[config.mk]
export PLATFORM = sky130hd
export DESIGN_NAME = rom_read_host
export DESIGN_NICKNAME = d
export VERILOG_FILES = /design/src/pkg/rom_host_pkg.sv /design/src/pkg/rom_timer_if.sv /design/src/hw/interval_timer.sv /design/src/hw/rom_read_host.sv
export SDC_FILE = /design/constraint.sdc
export NUM_CORES = 1
export LEC_CHECK = 0
export ABC_AREA = 1
export ABC_CLOCK_PERIOD_IN_PS = 1300
export BUFFER_PORTS_ARGS = -buffer_cell sky130_fd_sc_hd__buf_2
export CAP_MARGIN = 40
export CORE_ASPECT_RATIO = 1.25
export CORE_UTILIZATION = 49
export DETAILED_ROUTE_END_ITERATION = 10
export HOLD_SLACK_MARGIN = 0.08
export PLACE_DENSITY = 0.81
export SLEW_MARGIN = 20
export SYNTH_ARGS = -nofsm -noshare
export SYNTH_HDL_FRONTEND = slang
export SYNTH_SLANG_ARGS = --single-unit
[constraint.sdc]
create_clock -name ref_clk -period 1.3 [get_ports ref_clk]
set_input_delay 0.325 -clock ref_clk [delete_from_list [all_inputs] [get_ports ref_clk]]
set_output_delay 0.325 -clock ref_clk [all_outputs]
set_load 0.02 [all_outputs]
[src/pkg/rom_host_pkg.sv]
// Constants and types for the edge-latched ROM read host
// Operation
// [RL1] Memory holds 8192 bytes, 13-bit index, one byte per read cycle.
// [RL2] Device captures index on strobe falling edge; no external latch needed.
// [RL3] Strobe high floats read lines and puts memory in standby.
// [RL4] Data valid within 200/250/300 ns of strobe fall per grade.
// [RL5] Host spaces strobe falling edges at least 300/375/450 ns apart.
// [RL6] Host holds strobe low at least 200/250/300 ns.
// [RL7] Host keeps strobe high at least 100/125/150 ns precharge.
// [RL8] Host presents stable index no later than strobe fall.
// [RL9] Host holds index at least 60/60/75 ns after strobe fall.
// [RL10] After hold time index may change; device ignores it until next fall.
// [RL11] Read lines float within 60/60/75 ns after strobe rises.
// [RL12] Log pattern: words 0..3599 hold log10 of 1.00..9.99.
// [RL13] Antilog pattern: words 4096..8095 hold antilog of 0.000..0.999.
// [RL14] Words 3600..4095 and 8096..8191 are zero.
// [RL15] Entry is eight BCD digits over four bytes, most significant first.
// [RL16] Device keeps driving captured byte while strobe stays low.
package rom_host_pkg;
    localparam int CLK_PERIOD_NS = 25;
    localparam int INDEX_W = 13;
    localparam int DATA_W = 8;
    localparam int ROM_WORDS = 8192;
    // Slowest grade figures, safe for every part
    localparam int STROBE_LOW_WIDTH_NS = 300;
    localparam int STROBE_ACCESS_INTERVAL_NS = 300;
    localparam int PRECHARGE_INTERVAL_NS = 150;
    localparam int STROBE_CYCLE_INTERVAL_NS = 450;
    localparam int INDEX_HOLD_INTERVAL_NS = 75;
    localparam int OUTPUT_RELEASE_INTERVAL_NS = 75;
    localparam int SYNC_LAT_CYC = 3;
    // Least times round up
    localparam int LOW_CYC =
        (STROBE_LOW_WIDTH_NS + CLK_PERIOD_NS - 1) / CLK_PERIOD_NS;
    localparam int ACCESS_CYC =
        (STROBE_ACCESS_INTERVAL_NS + CLK_PERIOD_NS - 1) / CLK_PERIOD_NS
        + SYNC_LAT_CYC;
    localparam int PRECH_CYC =
        (PRECHARGE_INTERVAL_NS + CLK_PERIOD_NS - 1) / CLK_PERIOD_NS;
    localparam int CYCLE_CYC =
        (STROBE_CYCLE_INTERVAL_NS + CLK_PERIOD_NS - 1) / CLK_PERIOD_NS;
    localparam int HOLD_CYC =
        (INDEX_HOLD_INTERVAL_NS + CLK_PERIOD_NS - 1) / CLK_PERIOD_NS;
    localparam int RELEASE_CYC =
        (OUTPUT_RELEASE_INTERVAL_NS + CLK_PERIOD_NS - 1) / CLK_PERIOD_NS;
    localparam int CNT_W = 6;
    localparam logic [CNT_W-1:0] CNT_RESET = 6'h00;
    localparam logic [INDEX_W-1:0] INDEX_RESET = 13'h0000;
    localparam logic [DATA_W-1:0] DATA_RESET = 8'h00;
    typedef enum logic [2:0] {
        ST_IDLE, ST_LOW, ST_PRECH
    } host_state_t;
endpackage

[src/pkg/rom_timer_if.sv]
// Carrier between the host sequencer and its interval timer
`timescale 1ns/10ps
`default_nettype none
interface rom_timer_if;
    import rom_host_pkg::*;
    logic load;
    logic [CNT_W-1:0] loadValue;
    logic [CNT_W-1:0] elapsed;
    modport owner (output load, output loadValue, input elapsed);
    modport timer (input load, input loadValue, output elapsed);
endinterface
`default_nettype wire
[src/hw/interval_timer.sv]
// Up counter of cycles since the last load
`timescale 1ns/10ps
`default_nettype none
module interval_timer (
    input wire logic ref_clk,
    input wire logic rst_n,
    rom_timer_if.timer tmr
);
    import rom_host_pkg::*;
    logic [CNT_W-1:0] count_ff;
    always_ff @(posedge ref_clk) begin
        if (!rst_n) begin
            count_ff <= CNT_RESET;
        end else if (tmr.load) begin
            count_ff <= tmr.loadValue;
        end else if (count_ff != {CNT_W{1'b1}}) begin
            count_ff <= count_ff + 6'h01;
        end
    end
    assign tmr.elapsed = count_ff;
endmodule
`default_nettype wire

[src/hw/rom_read_host.sv]
// Host sequencer that reads bytes from an edge-latched strobed ROM
`timescale 1ns/10ps
`default_nettype none
module rom_read_host (
    input wire logic ref_clk,
    input wire logic rst_n,
    input wire logic reqValid,
    input wire logic [rom_host_pkg::INDEX_W-1:0] reqIndex,
    output logic reqReady,
    output logic rspValid,
    output logic [rom_host_pkg::DATA_W-1:0] rspByte,
    output logic strobe_n,
    output logic [rom_host_pkg::INDEX_W-1:0] word_index_lines,
    input wire logic [rom_host_pkg::DATA_W-1:0] read_byte_lines
);
    import rom_host_pkg::*;

    rom_timer_if tmr ();
    interval_timer timer_u (
        .ref_clk(ref_clk),
        .rst_n(rst_n),
        .tmr(tmr)
    );

    host_state_t state_ff;
    logic strobe_n_ff;
    logic reqReady_ff;
    logic rspValid_ff;
    logic [DATA_W-1:0] rspByte_ff;
    logic [INDEX_W-1:0] index_ff;
    logic [CNT_W-1:0] sinceFall_ff;
    logic [DATA_W-1:0] sync1_ff, sync2_ff, sync3_ff;
    logic armed_ff;

    logic startOk;
    logic startFall;
    logic spacingMet;
    logic lowWidthMet;
    logic accessMet;
    logic holdMet;
    logic dataSettled;
    logic lowDone;
    logic prechMet;
    logic releaseMet;
    logic prechDone;

    // Saturating count since last falling edge, for cycle spacing
    always_ff @(posedge ref_clk) begin
        if (!rst_n) begin
            sinceFall_ff <= 6'(CYCLE_CYC);
        end else if (startFall) begin
            sinceFall_ff <= CNT_RESET;
        end else if (sinceFall_ff != {CNT_W{1'b1}}) begin
            sinceFall_ff <= sinceFall_ff + 6'h01;
        end
    end

    // Request taken one edge before the fall, so the index leads the strobe
    // by a full cycle instead of racing it on the same edge
    always_ff @(posedge ref_clk) begin
        if (!rst_n) begin
            armed_ff <= 1'b0;
        end else if (startOk) begin
            armed_ff <= 1'b1; // see [RL8]
        end else if (startFall) begin
            armed_ff <= 1'b0;
        end
    end

    // Data pins are asynchronous to ref_clk; three stages
    always_ff @(posedge ref_clk) begin
        if (!rst_n) begin
            sync1_ff <= DATA_RESET;
            sync2_ff <= DATA_RESET;
            sync3_ff <= DATA_RESET;
        end else begin
            sync1_ff <= read_byte_lines;
            sync2_ff <= sync1_ff;
            sync3_ff <= sync2_ff;
        end
    end

    // Low width and access both end the low phase; access bound includes sync
    assign lowWidthMet = tmr.elapsed >= 6'(LOW_CYC); // see [RL6]
    assign accessMet = tmr.elapsed >= 6'(ACCESS_CYC);
    // Index stays put the whole low phase, so the hold is met on the way
    assign holdMet = tmr.elapsed >= 6'(HOLD_CYC); // see [RL9]
    // Second and third stages agree: the byte has stopped moving
    assign dataSettled = sync2_ff == sync3_ff;
    assign lowDone = lowWidthMet && accessMet && holdMet && dataSettled;
    assign prechMet = tmr.elapsed >= 6'(PRECH_CYC); // see [RL7]
    // Next fall also waits until the read lines are off the bus
    assign releaseMet = tmr.elapsed >= 6'(RELEASE_CYC);
    assign prechDone = prechMet && releaseMet;
    assign spacingMet = sinceFall_ff >= 6'(CYCLE_CYC); // see [RL5]
    assign startOk = state_ff == ST_IDLE && !armed_ff && reqValid
        && reqReady_ff && spacingMet;
    assign startFall = state_ff == ST_IDLE && armed_ff;

    always_comb begin
        tmr.load = 1'b0;
        tmr.loadValue = CNT_RESET;
        if (startFall) begin
            tmr.load = 1'b1;
        end else if (state_ff == ST_LOW && lowDone) begin
            tmr.load = 1'b1;
        end
    end

    always_ff @(posedge ref_clk) begin
        if (!rst_n) begin
            state_ff <= ST_IDLE;
        end else begin
            unique case (state_ff)
                ST_IDLE: begin
                    if (startFall) begin
                        state_ff <= ST_LOW;
                    end
                end
                ST_LOW: begin
                    if (lowDone) begin
                        state_ff <= ST_PRECH;
                    end
                end
                ST_PRECH: begin
                    if (prechDone) begin
                        state_ff <= ST_IDLE;
                    end
                end
                default: state_ff <= ST_IDLE;
            endcase
        end
    end

    // Index set one cycle before the fall: zero setup met with margin
    always_ff @(posedge ref_clk) begin
        if (!rst_n) begin
            index_ff <= INDEX_RESET;
        end else if (startOk) begin
            index_ff <= reqIndex; // see [RL8] [RL10]
        end
    end

    // Index stays put through the whole low phase, beyond the hold time
    always_ff @(posedge ref_clk) begin
        if (!rst_n) begin
            strobe_n_ff <= 1'b1;
        end else if (startFall) begin
            strobe_n_ff <= 1'b0; // see [RL2] [RL9]
        end else if (state_ff == ST_LOW && lowDone) begin
            strobe_n_ff <= 1'b1; // see [RL3]
        end
    end

    always_ff @(posedge ref_clk) begin
        if (!rst_n) begin
            reqReady_ff <= 1'b1;
        end else if (startOk) begin
            reqReady_ff <= 1'b0;
        end else if (state_ff == ST_PRECH && prechDone) begin
            reqReady_ff <= 1'b1;
        end
    end

    // Pulse on the edge that raises the strobe
    always_ff @(posedge ref_clk) begin
        if (!rst_n) begin
            rspValid_ff <= 1'b0;
        end else begin
            rspValid_ff <= state_ff == ST_LOW && lowDone; // see [RL4]
        end
    end

    // Byte taken while strobe still low: device holds it there
    always_ff @(posedge ref_clk) begin
        if (!rst_n) begin
            rspByte_ff <= DATA_RESET;
        end else if (state_ff == ST_LOW && lowDone) begin
            rspByte_ff <= sync3_ff; // see [RL1] [RL16]
        end
    end

    assign reqReady = reqReady_ff;
    assign rspValid = rspValid_ff;
    assign rspByte = rspByte_ff;
    assign strobe_n = strobe_n_ff;
    assign word_index_lines = index_ff;
endmodule
`default_nettype wire

**Yosys cells after proc, flatten, opt, wreduce, memory -nomap -nowiden**

Cells that the tools add are included.

- Bits in registers: 64
- Bits of input ports: 24
- Output and inout port bits: 24
- Word-level logic and storage cells: 63

- Add/sub/neg operators: 2
- Magnitude comparators: 5
- Equal/unequal tests: 8
- Mux-type cells: 14
- Bitwise operators: 1
- Reduce and logical (&&, ||, !) cells: 20

Operators with widths:

| operator | number |
|---|---|
| 6-bit by 1-bit adder with 6-bit output (second input constant) | 2 |
| 6-bit by 4-bit greater-or-equal comparator with 1-bit output (second input constant) | 2 |
| 6-bit inequality test (second input constant) | 2 |
| 1-bit logical AND | 11 |
| 5-bit two-way mux | 2 |
| 3-bit two-way mux | 3 |
| 3-bit one-hot mux with 3 select lines | 1 |
| 8-bit equality test | 1 |
| 1-bit two-way mux | 8 |
| 2-bit nonzero test | 4 |
| 6-bit by 2-bit greater-or-equal comparator with 1-bit output (second input constant) | 1 |
| 6-bit by 3-bit greater-or-equal comparator with 1-bit output (second input constant) | 1 |
| 6-bit by 5-bit greater-or-equal comparator with 1-bit output (second input constant) | 1 |
| 2-bit inequality test (second input constant) | 3 |
| 2-bit OR reduction | 2 |
| 3-bit by 1-bit equality test with 1-bit output (second input constant) | 1 |
| 3-bit by 2-bit equality test with 1-bit output (second input constant) | 1 |
| 3-bit zero test | 1 |
| 3-bit AND reduction | 1 |
| 1-bit zero test | 1 |
| 1-bit NOT | 1 |

**Longest topological paths before layout**

Gate-level depths: netlist (run 1).

- Word-level depth: 8
- Mapped depth: 9
- Depth with buffers taken out: 9

**Hierarchy**

Synthesis (run 1) repeated with hierarchy kept, for this count alone.

- Cells, all modules: 373
- Area total of the unflattened synthesis: 2,798.9 µm²

By module, submodules not included:

| module | instances | cells each | area an instance (µm²) | sequential area each (µm²) |
|---|---|---|---|---|
| rom_read_host | 1 | 316 | 2,418.6 | 1,141.1 |
| interval_timer | 1 | 57 | 380.4 | 120.1 |

**Worst setup path after synthesis (run 1)**

OpenSTA, ideal clock, no wires.

- Kind: register -> register
- Start point: register sinceFall_ff[0]
- End point: register index_ff[0] (netlist: word_index_lines[0])
- Setup time: 0.115 ns
- Arrival time: 1.240 ns
- Required time: 1.185 ns
- Slack: -0.055 ns
- Cell stages (with the launch flop): 8
- Clock period less this slack: 1.355 ns
- Path through: dfxtp_1 > inv_1 > ha_1 > nor3_2 > o21ai_4 > buf_6 > a21oi_1 > nor2_1

- Longest elaborated chain between the ends: 2

RTL lines:

| item | line | text |
|---|---|---|
| start: declaration | rom_read_host.sv:31 | `logic [CNT_W-1:0] sinceFall_ff;` |
| start signal: assignment | rom_read_host.sv:50 | `sinceFall_ff <= 6'(CYCLE_CYC);` |
| start signal: assignment | rom_read_host.sv:54 | `sinceFall_ff <= sinceFall_ff + 6'h01;` |
| 6-bit by 5-bit greater-or-equal comparator with 1-bit output | rom_read_host.sv:95 | `assign spacingMet = sinceFall_ff >= 6'(CYCLE_CYC);` |
| 1-bit logical AND | rom_read_host.sv:97 | `&& reqReady_ff && spacingMet;` |
| end signal: assignment | rom_read_host.sv:140 | `index_ff <= reqIndex;` |
| end: declaration | rom_read_host.sv:30 | `logic [INDEX_W-1:0] index_ff;` |

Every way passes these cells.
A chain may end at the register's enable or synchronous reset.

**Final worst setup path (run 1)**

- Start point: register sinceFall_ff[0]
- End point: register index_ff[11] (netlist: word_index_lines[11])

Same word-level chain as after synthesis.

==> results.tsv, run 1 <==
metric	value	unit
fin_total_pwr	4.95	mW
minimum_period_implied_by_the_final_worst_setup_slack	1.37	ns
avg_synthesized_cell_area	7.62	um2
y_dimension_of_the_die	84.4	um
path_class	register to register	
fmax	0.732	GHz
r2r_end	word_index_lines[11]	
run_status	finished, violations left	
critical_path_required	1.54	ns
average_routed_wire_per_standard_cell	12.9	um
postSynthNetCount	378	
gr-usage-met1	19.5	%
initialDrtViolationCount	120	
totalWireLength	6380	um
netlist_area	2660	um2
cts_max_level	3	
final_net_count	457	
cp_data_arrival_time	1.60	ns
largest_buffer_count_on_any_clock_path	2	
core_region_area	5150	um2
capture_endpoint_of_the_worst_hold_path	sync1_ff[6]	
pre_cts_ws	-0.107	ns
grt_antenna_before_repair	0	
synth_cells	349	
route.detailed.vias_per_inst	4.97	
grt_start_max_net_pins	41	
post-route-util	71.2	%
detail-route-antenna-nets	0	
busiest_layer	met2	
maxSlewViolCount	0	
yosys_register_bits	63	
worst_r2r_startpoint	sinceFall_ff[0]	
grt_overflow	0	
hold_path_class	input port to register	
std_cell_rows	29	
worst_path_dominant_cell_family	flip-flops	
cpMaxStageDelayCell	sky130_fd_sc_hd__dfxtp_2	
tritoncts	done	
initial_utilization	51.6	%
p_leak	1.79	nW
failed_checks	setup timing	
post-synth-top-area-cell	sky130_fd_sc_hd__dfxtp_1	
drt_first_pass_iters	5	
final.period_utilization	105	%
grt.met2_usage	39.2	%
power_density	1350	nW/um2
finalSetupViolCount	20	
drive_gt1_share	42.3	%
edff_count_synth	0	
cts_root_buf	sky130_fd_sc_hd__clkbuf_8	
seq_area_frac_synth	47.4	%
irDropWorstVdd	0.00110	V
die_area	5730	um2
tritoncts.num_buffers	9	
r2r_setup_slack	-0.07	ns
worst-path-max-fanout	6	
ys.warnings.count	0	
postCtsHoldBufs	0	
worst_hold_path.num_cells	3	
cp_slowest_stage_delay	0.34	ns
maxCapViolations	0	
clock_sinks	63	
port_buffers	47	
maxSlewHeadroom	72.9	%
grt_first_pass_wirelength	8920	um
rr_worst_depth	8	
yosys.area.top_type_share	47.4	%
place.detailed.hpwl	3840	um
drc	0	
startpoint_type_of_the_worst_setup_path	register	
synthToLayoutAreaGrowth	38.0	%
die_width	67.9	um
cts.reportedPaths.clkPinSlew	0.07	ns
fin_tns_setup	-0.477	ns
worstPathCellList	inv_2, ha_4, nor3_4, o21ai_4, clkbuf_16, nand3b_1, nand2_1, nor2_1	
worstSkewPairLatency	0.34	ns
actual_slew_at_the_worst_max_slew_pin	0.406	ns
boundaryPins	48	
grt.met3_usage	6.66	%
globalplace.congestion	0.847	
fin_worst_hold_slack	0.161	ns
end_kind	register	
fin_worst_skew	0.00854	ns
synthArstFlopShare	0	%
postSynth.topFlopCell	sky130_fd_sc_hd__dfxtp_1	
leading_cell_types_by_total_area_after_synthesis	sky130_fd_sc_hd__dfxtp_1 47%, sky130_fd_sc_hd__nand2_1 12%, sky130_fd_sc_hd__inv_1 7.5%, sky130_fd_sc_hd__nor2_1 6.4%, sky130_fd_sc_hd__nand3b_1 4.0%	
synthDistinctLibCells	26	
final_hold_viols	0	
vias_in_the_first_global_route	2251	
insertedDiodeCount	0	
rsz0062_at_grt	yes	
postLayoutSetupSlackWorst	-0.0664	ns
worstPathBufferInverterCount	2	
num_vias	2459	
worstHoldStart	read_byte_lines[6]	
globalRouteTotalUtil	21.0	%
tightest hold or removal path: stages:
cell,delay (ns)
sky130_fd_sc_hd__buf_2,0.07
sky130_fd_sc_hd__nand2_1,0.04
sky130_fd_sc_hd__inv_1,0.04
logic make-up after synthesis:
group | after synthesis | share of synthesized area (%)
AOI/OAI and AO/OA | 33 | 7.29
buffers and inverters | 66 | 10.8
adders and majority gates | 5 | 2.35
and+or+nand+nor | 175 | 29.8
DFF | 63 | 47.4
xor gates and xnor gates | 7 | 2.31
layout by cell type (no fill, tap or decap), types with 3 or more instances in the layout:
cell / n
sky130_fd_sc_hd__nand2_1: 68
sky130_fd_sc_hd__inv_1: 47
sky130_fd_sc_hd__dfxtp_1: 47
sky130_fd_sc_hd__buf_2: 47
sky130_fd_sc_hd__buf_4: 26
sky130_fd_sc_hd__nor2_1: 23
sky130_fd_sc_hd__dfxtp_2: 15
sky130_fd_sc_hd__nor2_2: 14
sky130_fd_sc_hd__nand3b_1: 14
sky130_fd_sc_hd__a21oi_1: 13
sky130_fd_sc_hd__a21oi_2: 10
sky130_fd_sc_hd__nand2_2: 10
sky130_fd_sc_hd__nand3_2: 10
sky130_fd_sc_hd__nand4_1: 10
sky130_fd_sc_hd__nor2_4: 9
sky130_fd_sc_hd__clkbuf_8: 9
sky130_fd_sc_hd__inv_2: 8
sky130_fd_sc_hd__nand3_1: 8
sky130_fd_sc_hd__o21ai_0: 6
sky130_fd_sc_hd__xor2_1: 5
sky130_fd_sc_hd__clkinv_2: 5
sky130_fd_sc_hd__nand2_4: 4
sky130_fd_sc_hd__nand3_4: 3
per-stage QoR:
| stage | instances | cell area, um2 |
|---|---|---|
| 2_1_floorplan | 349 | 2660 |
| 4_1_cts | 488 | 3330 |
| 3_3_place_gp | 470 | 3090 |
| 6_report | 495 | 3670 |
| 3_5_place_dp | 470 | 3090 |
| 5_1_grt | 495 | 3670 |
how the worst max path moves through the flow:
| stage | end | from | slack, ns | cells after the start |
|---|---|---|---|---|
| global placement | rspByte[7] | timer_u.tmr.elapsed[1] | -0.04 | 8 |
| global route | word_index_lines[11] | sinceFall_ff[0] | -0.16 | 8 |
| CTS | rspByte[4] | sync3_ff[7] | -0.04 | 9 |
| finish | word_index_lines[11] | sinceFall_ff[0] | -0.07 | 8 |
| floorplan | word_index_lines[0] | reqReady | 0.01 | 6 |
| detailed placement | rspByte[4] | timer_u.tmr.elapsed[1] | -0.11 | 8 |
report_power, final:
| group | internal (mW) | total (mW) | switching [mW] |
|---|---|---|---|
| Sequential | 2.12 | 2.25 | 0.130 |
| Combinational | 0.581 | 1.32 | 0.742 |
| Clock | 0.674 | 1.38 | 0.707 |
registers in the layout, indices dropped and copies added (netlist names):
signal / count
sync1_ff: 8
sync3_ff: 8
rspByte: 8
sinceFall_ff: 6
strobe_n: 1
state_ff: 2
sync2_ff: 8
armed_ff: 1
rspValid: 1
reqReady: 1
word_index_lines: 13
timer_u.tmr.elapsed: 6
cell usage after synthesis, types with 3 or more instances:
master and number:
sky130_fd_sc_hd__dfxtp_1 63, sky130_fd_sc_hd__a21oi_2 3, sky130_fd_sc_hd__o21ai_0 6, sky130_fd_sc_hd__buf_1 3, sky130_fd_sc_hd__inv_1 53, sky130_fd_sc_hd__nand3_1 19, sky130_fd_sc_hd__nand3b_1 14, sky130_fd_sc_hd__nand2_1 82
sky130_fd_sc_hd__ha_1 5, sky130_fd_sc_hd__nor2_1 45, sky130_fd_sc_hd__xor2_1 5, sky130_fd_sc_hd__nand4_1 10, sky130_fd_sc_hd__buf_6 4, sky130_fd_sc_hd__a21oi_1 20
routing by layer:
metal,vias to the layer above,wire (um)
li1,1247,-
met5,-,0
met4,0,202
met1,1113,2280
met3,20,333
met2,79,3570
final cells by class:
type / count / area, um2
Multi-Input combinational cell: 221 / 1410
Clock buffer: 11 / 131
Fill cell: 378 / 1480
Timing Repair Buffer: 78 / 532
Tap cell: 62 / 77.6
Clock inverter: 5 / 25.0
Sequential cell: 63 / 1280
Inverter: 55 / 206
what timing repair did:
item | in CTS | in global routing
cloned | 1 | 2
setup buffers | 1 | 5
resized for setup | 25 | 73
setup endpoints to repair | 33 | 37
pin swaps | 4 | 25
No activity file was read; power rests on OpenSTA's default activity.
==> inputs of run 2 (changes only) <==
--- a/config.mk
+++ b/config.mk
@@ -14,6 +14,7 @@
 export DETAILED_ROUTE_END_ITERATION = 10
 export HOLD_SLACK_MARGIN = 0.08
 export PLACE_DENSITY = 0.81
+export SETUP_SLACK_MARGIN = 0.1
 export SLEW_MARGIN = 20
 export SYNTH_ARGS = -nofsm -noshare
 export SYNTH_HDL_FRONTEND = slang
==> results.tsv, run 2 (synthesized netlist as in run 1, its figures left out) <==
metric	value	unit
cp_slowest_stage_delay	0.36	ns
postCtsHoldBufs	0	
power_density	1420	nW/um2
wirelength_met1	2680	um
hold_path_class	input port to register	
synthToLayoutAreaGrowth	47.7	%
final.period_utilization	109	%
post-route-util	76.2	%
rsz0062_at_grt	yes	
fmax	0.707	GHz
irDropWorstVdd	0.00104	V
most-common-layout-cells	66 x sky130_fd_sc_hd__nand2_1, 46 x sky130_fd_sc_hd__buf_4, 45 x sky130_fd_sc_hd__inv_1, 31 x sky130_fd_sc_hd__dfxtp_2, 27 x sky130_fd_sc_hd__dfxtp_1	
p_leak	1.85	nW
globalRouteTotalUtil	23.0	%
end_kind	register	
worstSkewPairLatency	0.36	ns
cpMaxStageDelayCell	sky130_fd_sc_hd__dfxtp_2	
globalplace.congestion	0.890	
fin_worst_skew	0.0122	ns
drive_gt1_share	49.5	%
startpoint_type_of_the_worst_setup_path	register	
port_buffers	47	
maxCapViolations	0	
maxSlewViolCount	0	
final_hold_viols	0	
grt_start_max_net_pins	39	
worst_hold_path.num_cells	3	
y_dimension_of_the_die	84.4	um
core_region_area	5150	um2
fin_tns_setup	-2.10	ns
final_net_count	460	
initialDrtViolationCount	146	
pre_cts_ws	-0.114	ns
worstPathCellList	inv_2, nand2_2, nand2_4, nor2_4, nand2_2, nor2_4, nand3_4, nand3_2, nand2_2	
rr_worst_depth	9	
drt_first_pass_iters	4	
met3_wirelength	440	um
top_signal_layer_used	met4	
place.detailed.hpwl	3680	um
cp_data_arrival_time	1.67	ns
cts_max_level	3	
grt_overflow	0	
insertedDiodeCount	0	
die_area	5730	um2
placed_cells	466	
largest_buffer_count_on_any_clock_path	2	
tritoncts.num_buffers	9	
clock_sinks	63	
minimum_period_implied_by_the_final_worst_setup_slack	1.42	ns
maxSlewHeadroom	72.7	%
route.detailed.vias_per_inst	5.34	
initial_utilization	51.6	%
die_width	67.9	um
grt_antenna_before_repair	0	
cts.reportedPaths.clkPinSlew	0.07	ns
totalWireLength	7670	um
cts_root_buf	sky130_fd_sc_hd__clkbuf_8	
worst-path-max-fanout	5	
postLayoutCellArea	3930	um2
vias_in_the_first_global_route	2289	
postLayoutSetupSlackWorst	-0.115	ns
path_class	register to register	
failed_checks	setup timing	
finalSetupViolCount	36	
critical_path_required	1.55	ns
num_vias	2660	
drc	0	
run_status	finished, violations left	
cp_most_frequent_cell	sky130_fd_sc_hd__nand2_2	
detailed_place.area	3180	um2
average_routed_wire_per_standard_cell	15.4	um
boundaryPins	48	
detailroute.wirelength.met2	4060	um
actual_slew_at_the_worst_max_slew_pin	0.408	ns
tritoncts	done	
fin_total_pwr	5.58	mW
detail-route-antenna-nets	0	
grt_first_pass_wirelength	9780	um
mostFrequentLayoutCell	sky130_fd_sc_hd__nand2_1	
instances_no_fill	498	
largest_register_ff_count	13	
fin_worst_hold_slack	0.149	ns
std_cell_rows	29	
[run 2: changes by cell type in the layout (fill, tap and decap cells not counted), moves of 3 or more]
cell                       before  now
sky130_fd_sc_hd__buf_4         26   46
sky130_fd_sc_hd__dfxtp_2       15   31
sky130_fd_sc_hd__buf_6          1    6
sky130_fd_sc_hd__dfxtp_4        1    5
sky130_fd_sc_hd__nor2_1        23   26
sky130_fd_sc_hd__clkinv_2       5    0
sky130_fd_sc_hd__nand2_2       10   13
sky130_fd_sc_hd__nor2_2        14    8
sky130_fd_sc_hd__nor2_4         9   12
sky130_fd_sc_hd__dfxtp_1       47   27
sky130_fd_sc_hd__buf_2         47   25
sky130_fd_sc_hd__a21oi_2       10   15
sky130_fd_sc_hd__a21oi_1       13    8
[run 2: path summary, 6_finish.rpt]
check                                   end  slack [ns]               start
worst max-delay path             rspByte[0]       -0.12         sync3_ff[5]
worst min-delay path            sync1_ff[3]        0.15  read_byte_lines[3]
worst max register to register   rspByte[0]       -0.12         sync3_ff[5]
worst min register to register  sync2_ff[0]        0.40         sync1_ff[0]
[run 2: cell type report]
type	instances	area, um2
sequential	63	1320
timing repair buffer	81	628
fill	307	1220
clock buffer	12	155
tap	62	77.6
clock inverter	4	52.6
multi-input combinational	221	1490
inverter	55	209
[run 2: per-layer routing]
metal	up-vias	track usage (%)
li1	1260	-
met1	1223	22.3
met2	130	39.7
met3	47	7.34
met4	0	15.5
met5	-	0
[run 2: power by group]
group,switching [mW],total [mW],internal (mW)
Combinational,0.821,1.51,0.688
Sequential,0.165,2.30,2.14
Clock,0.778,1.77,0.994
Total,1.76,5.58,3.82
[run 2: critical path: cells and delay by family, from the launching register on]
kind                   cells  cell delay (ns)
AND/OR/NAND/NOR            8             0.90
flip-flops                 1             0.36
buffers and inverters      1             0.04
[run 2: repair_timing]
item | in CTS | in global routing
resized for setup | 63 | 72
cloned | 1 | 4
pin swaps | 17 | 21
setup buffers | 5 | 6
setup endpoints to repair | 40 | 58
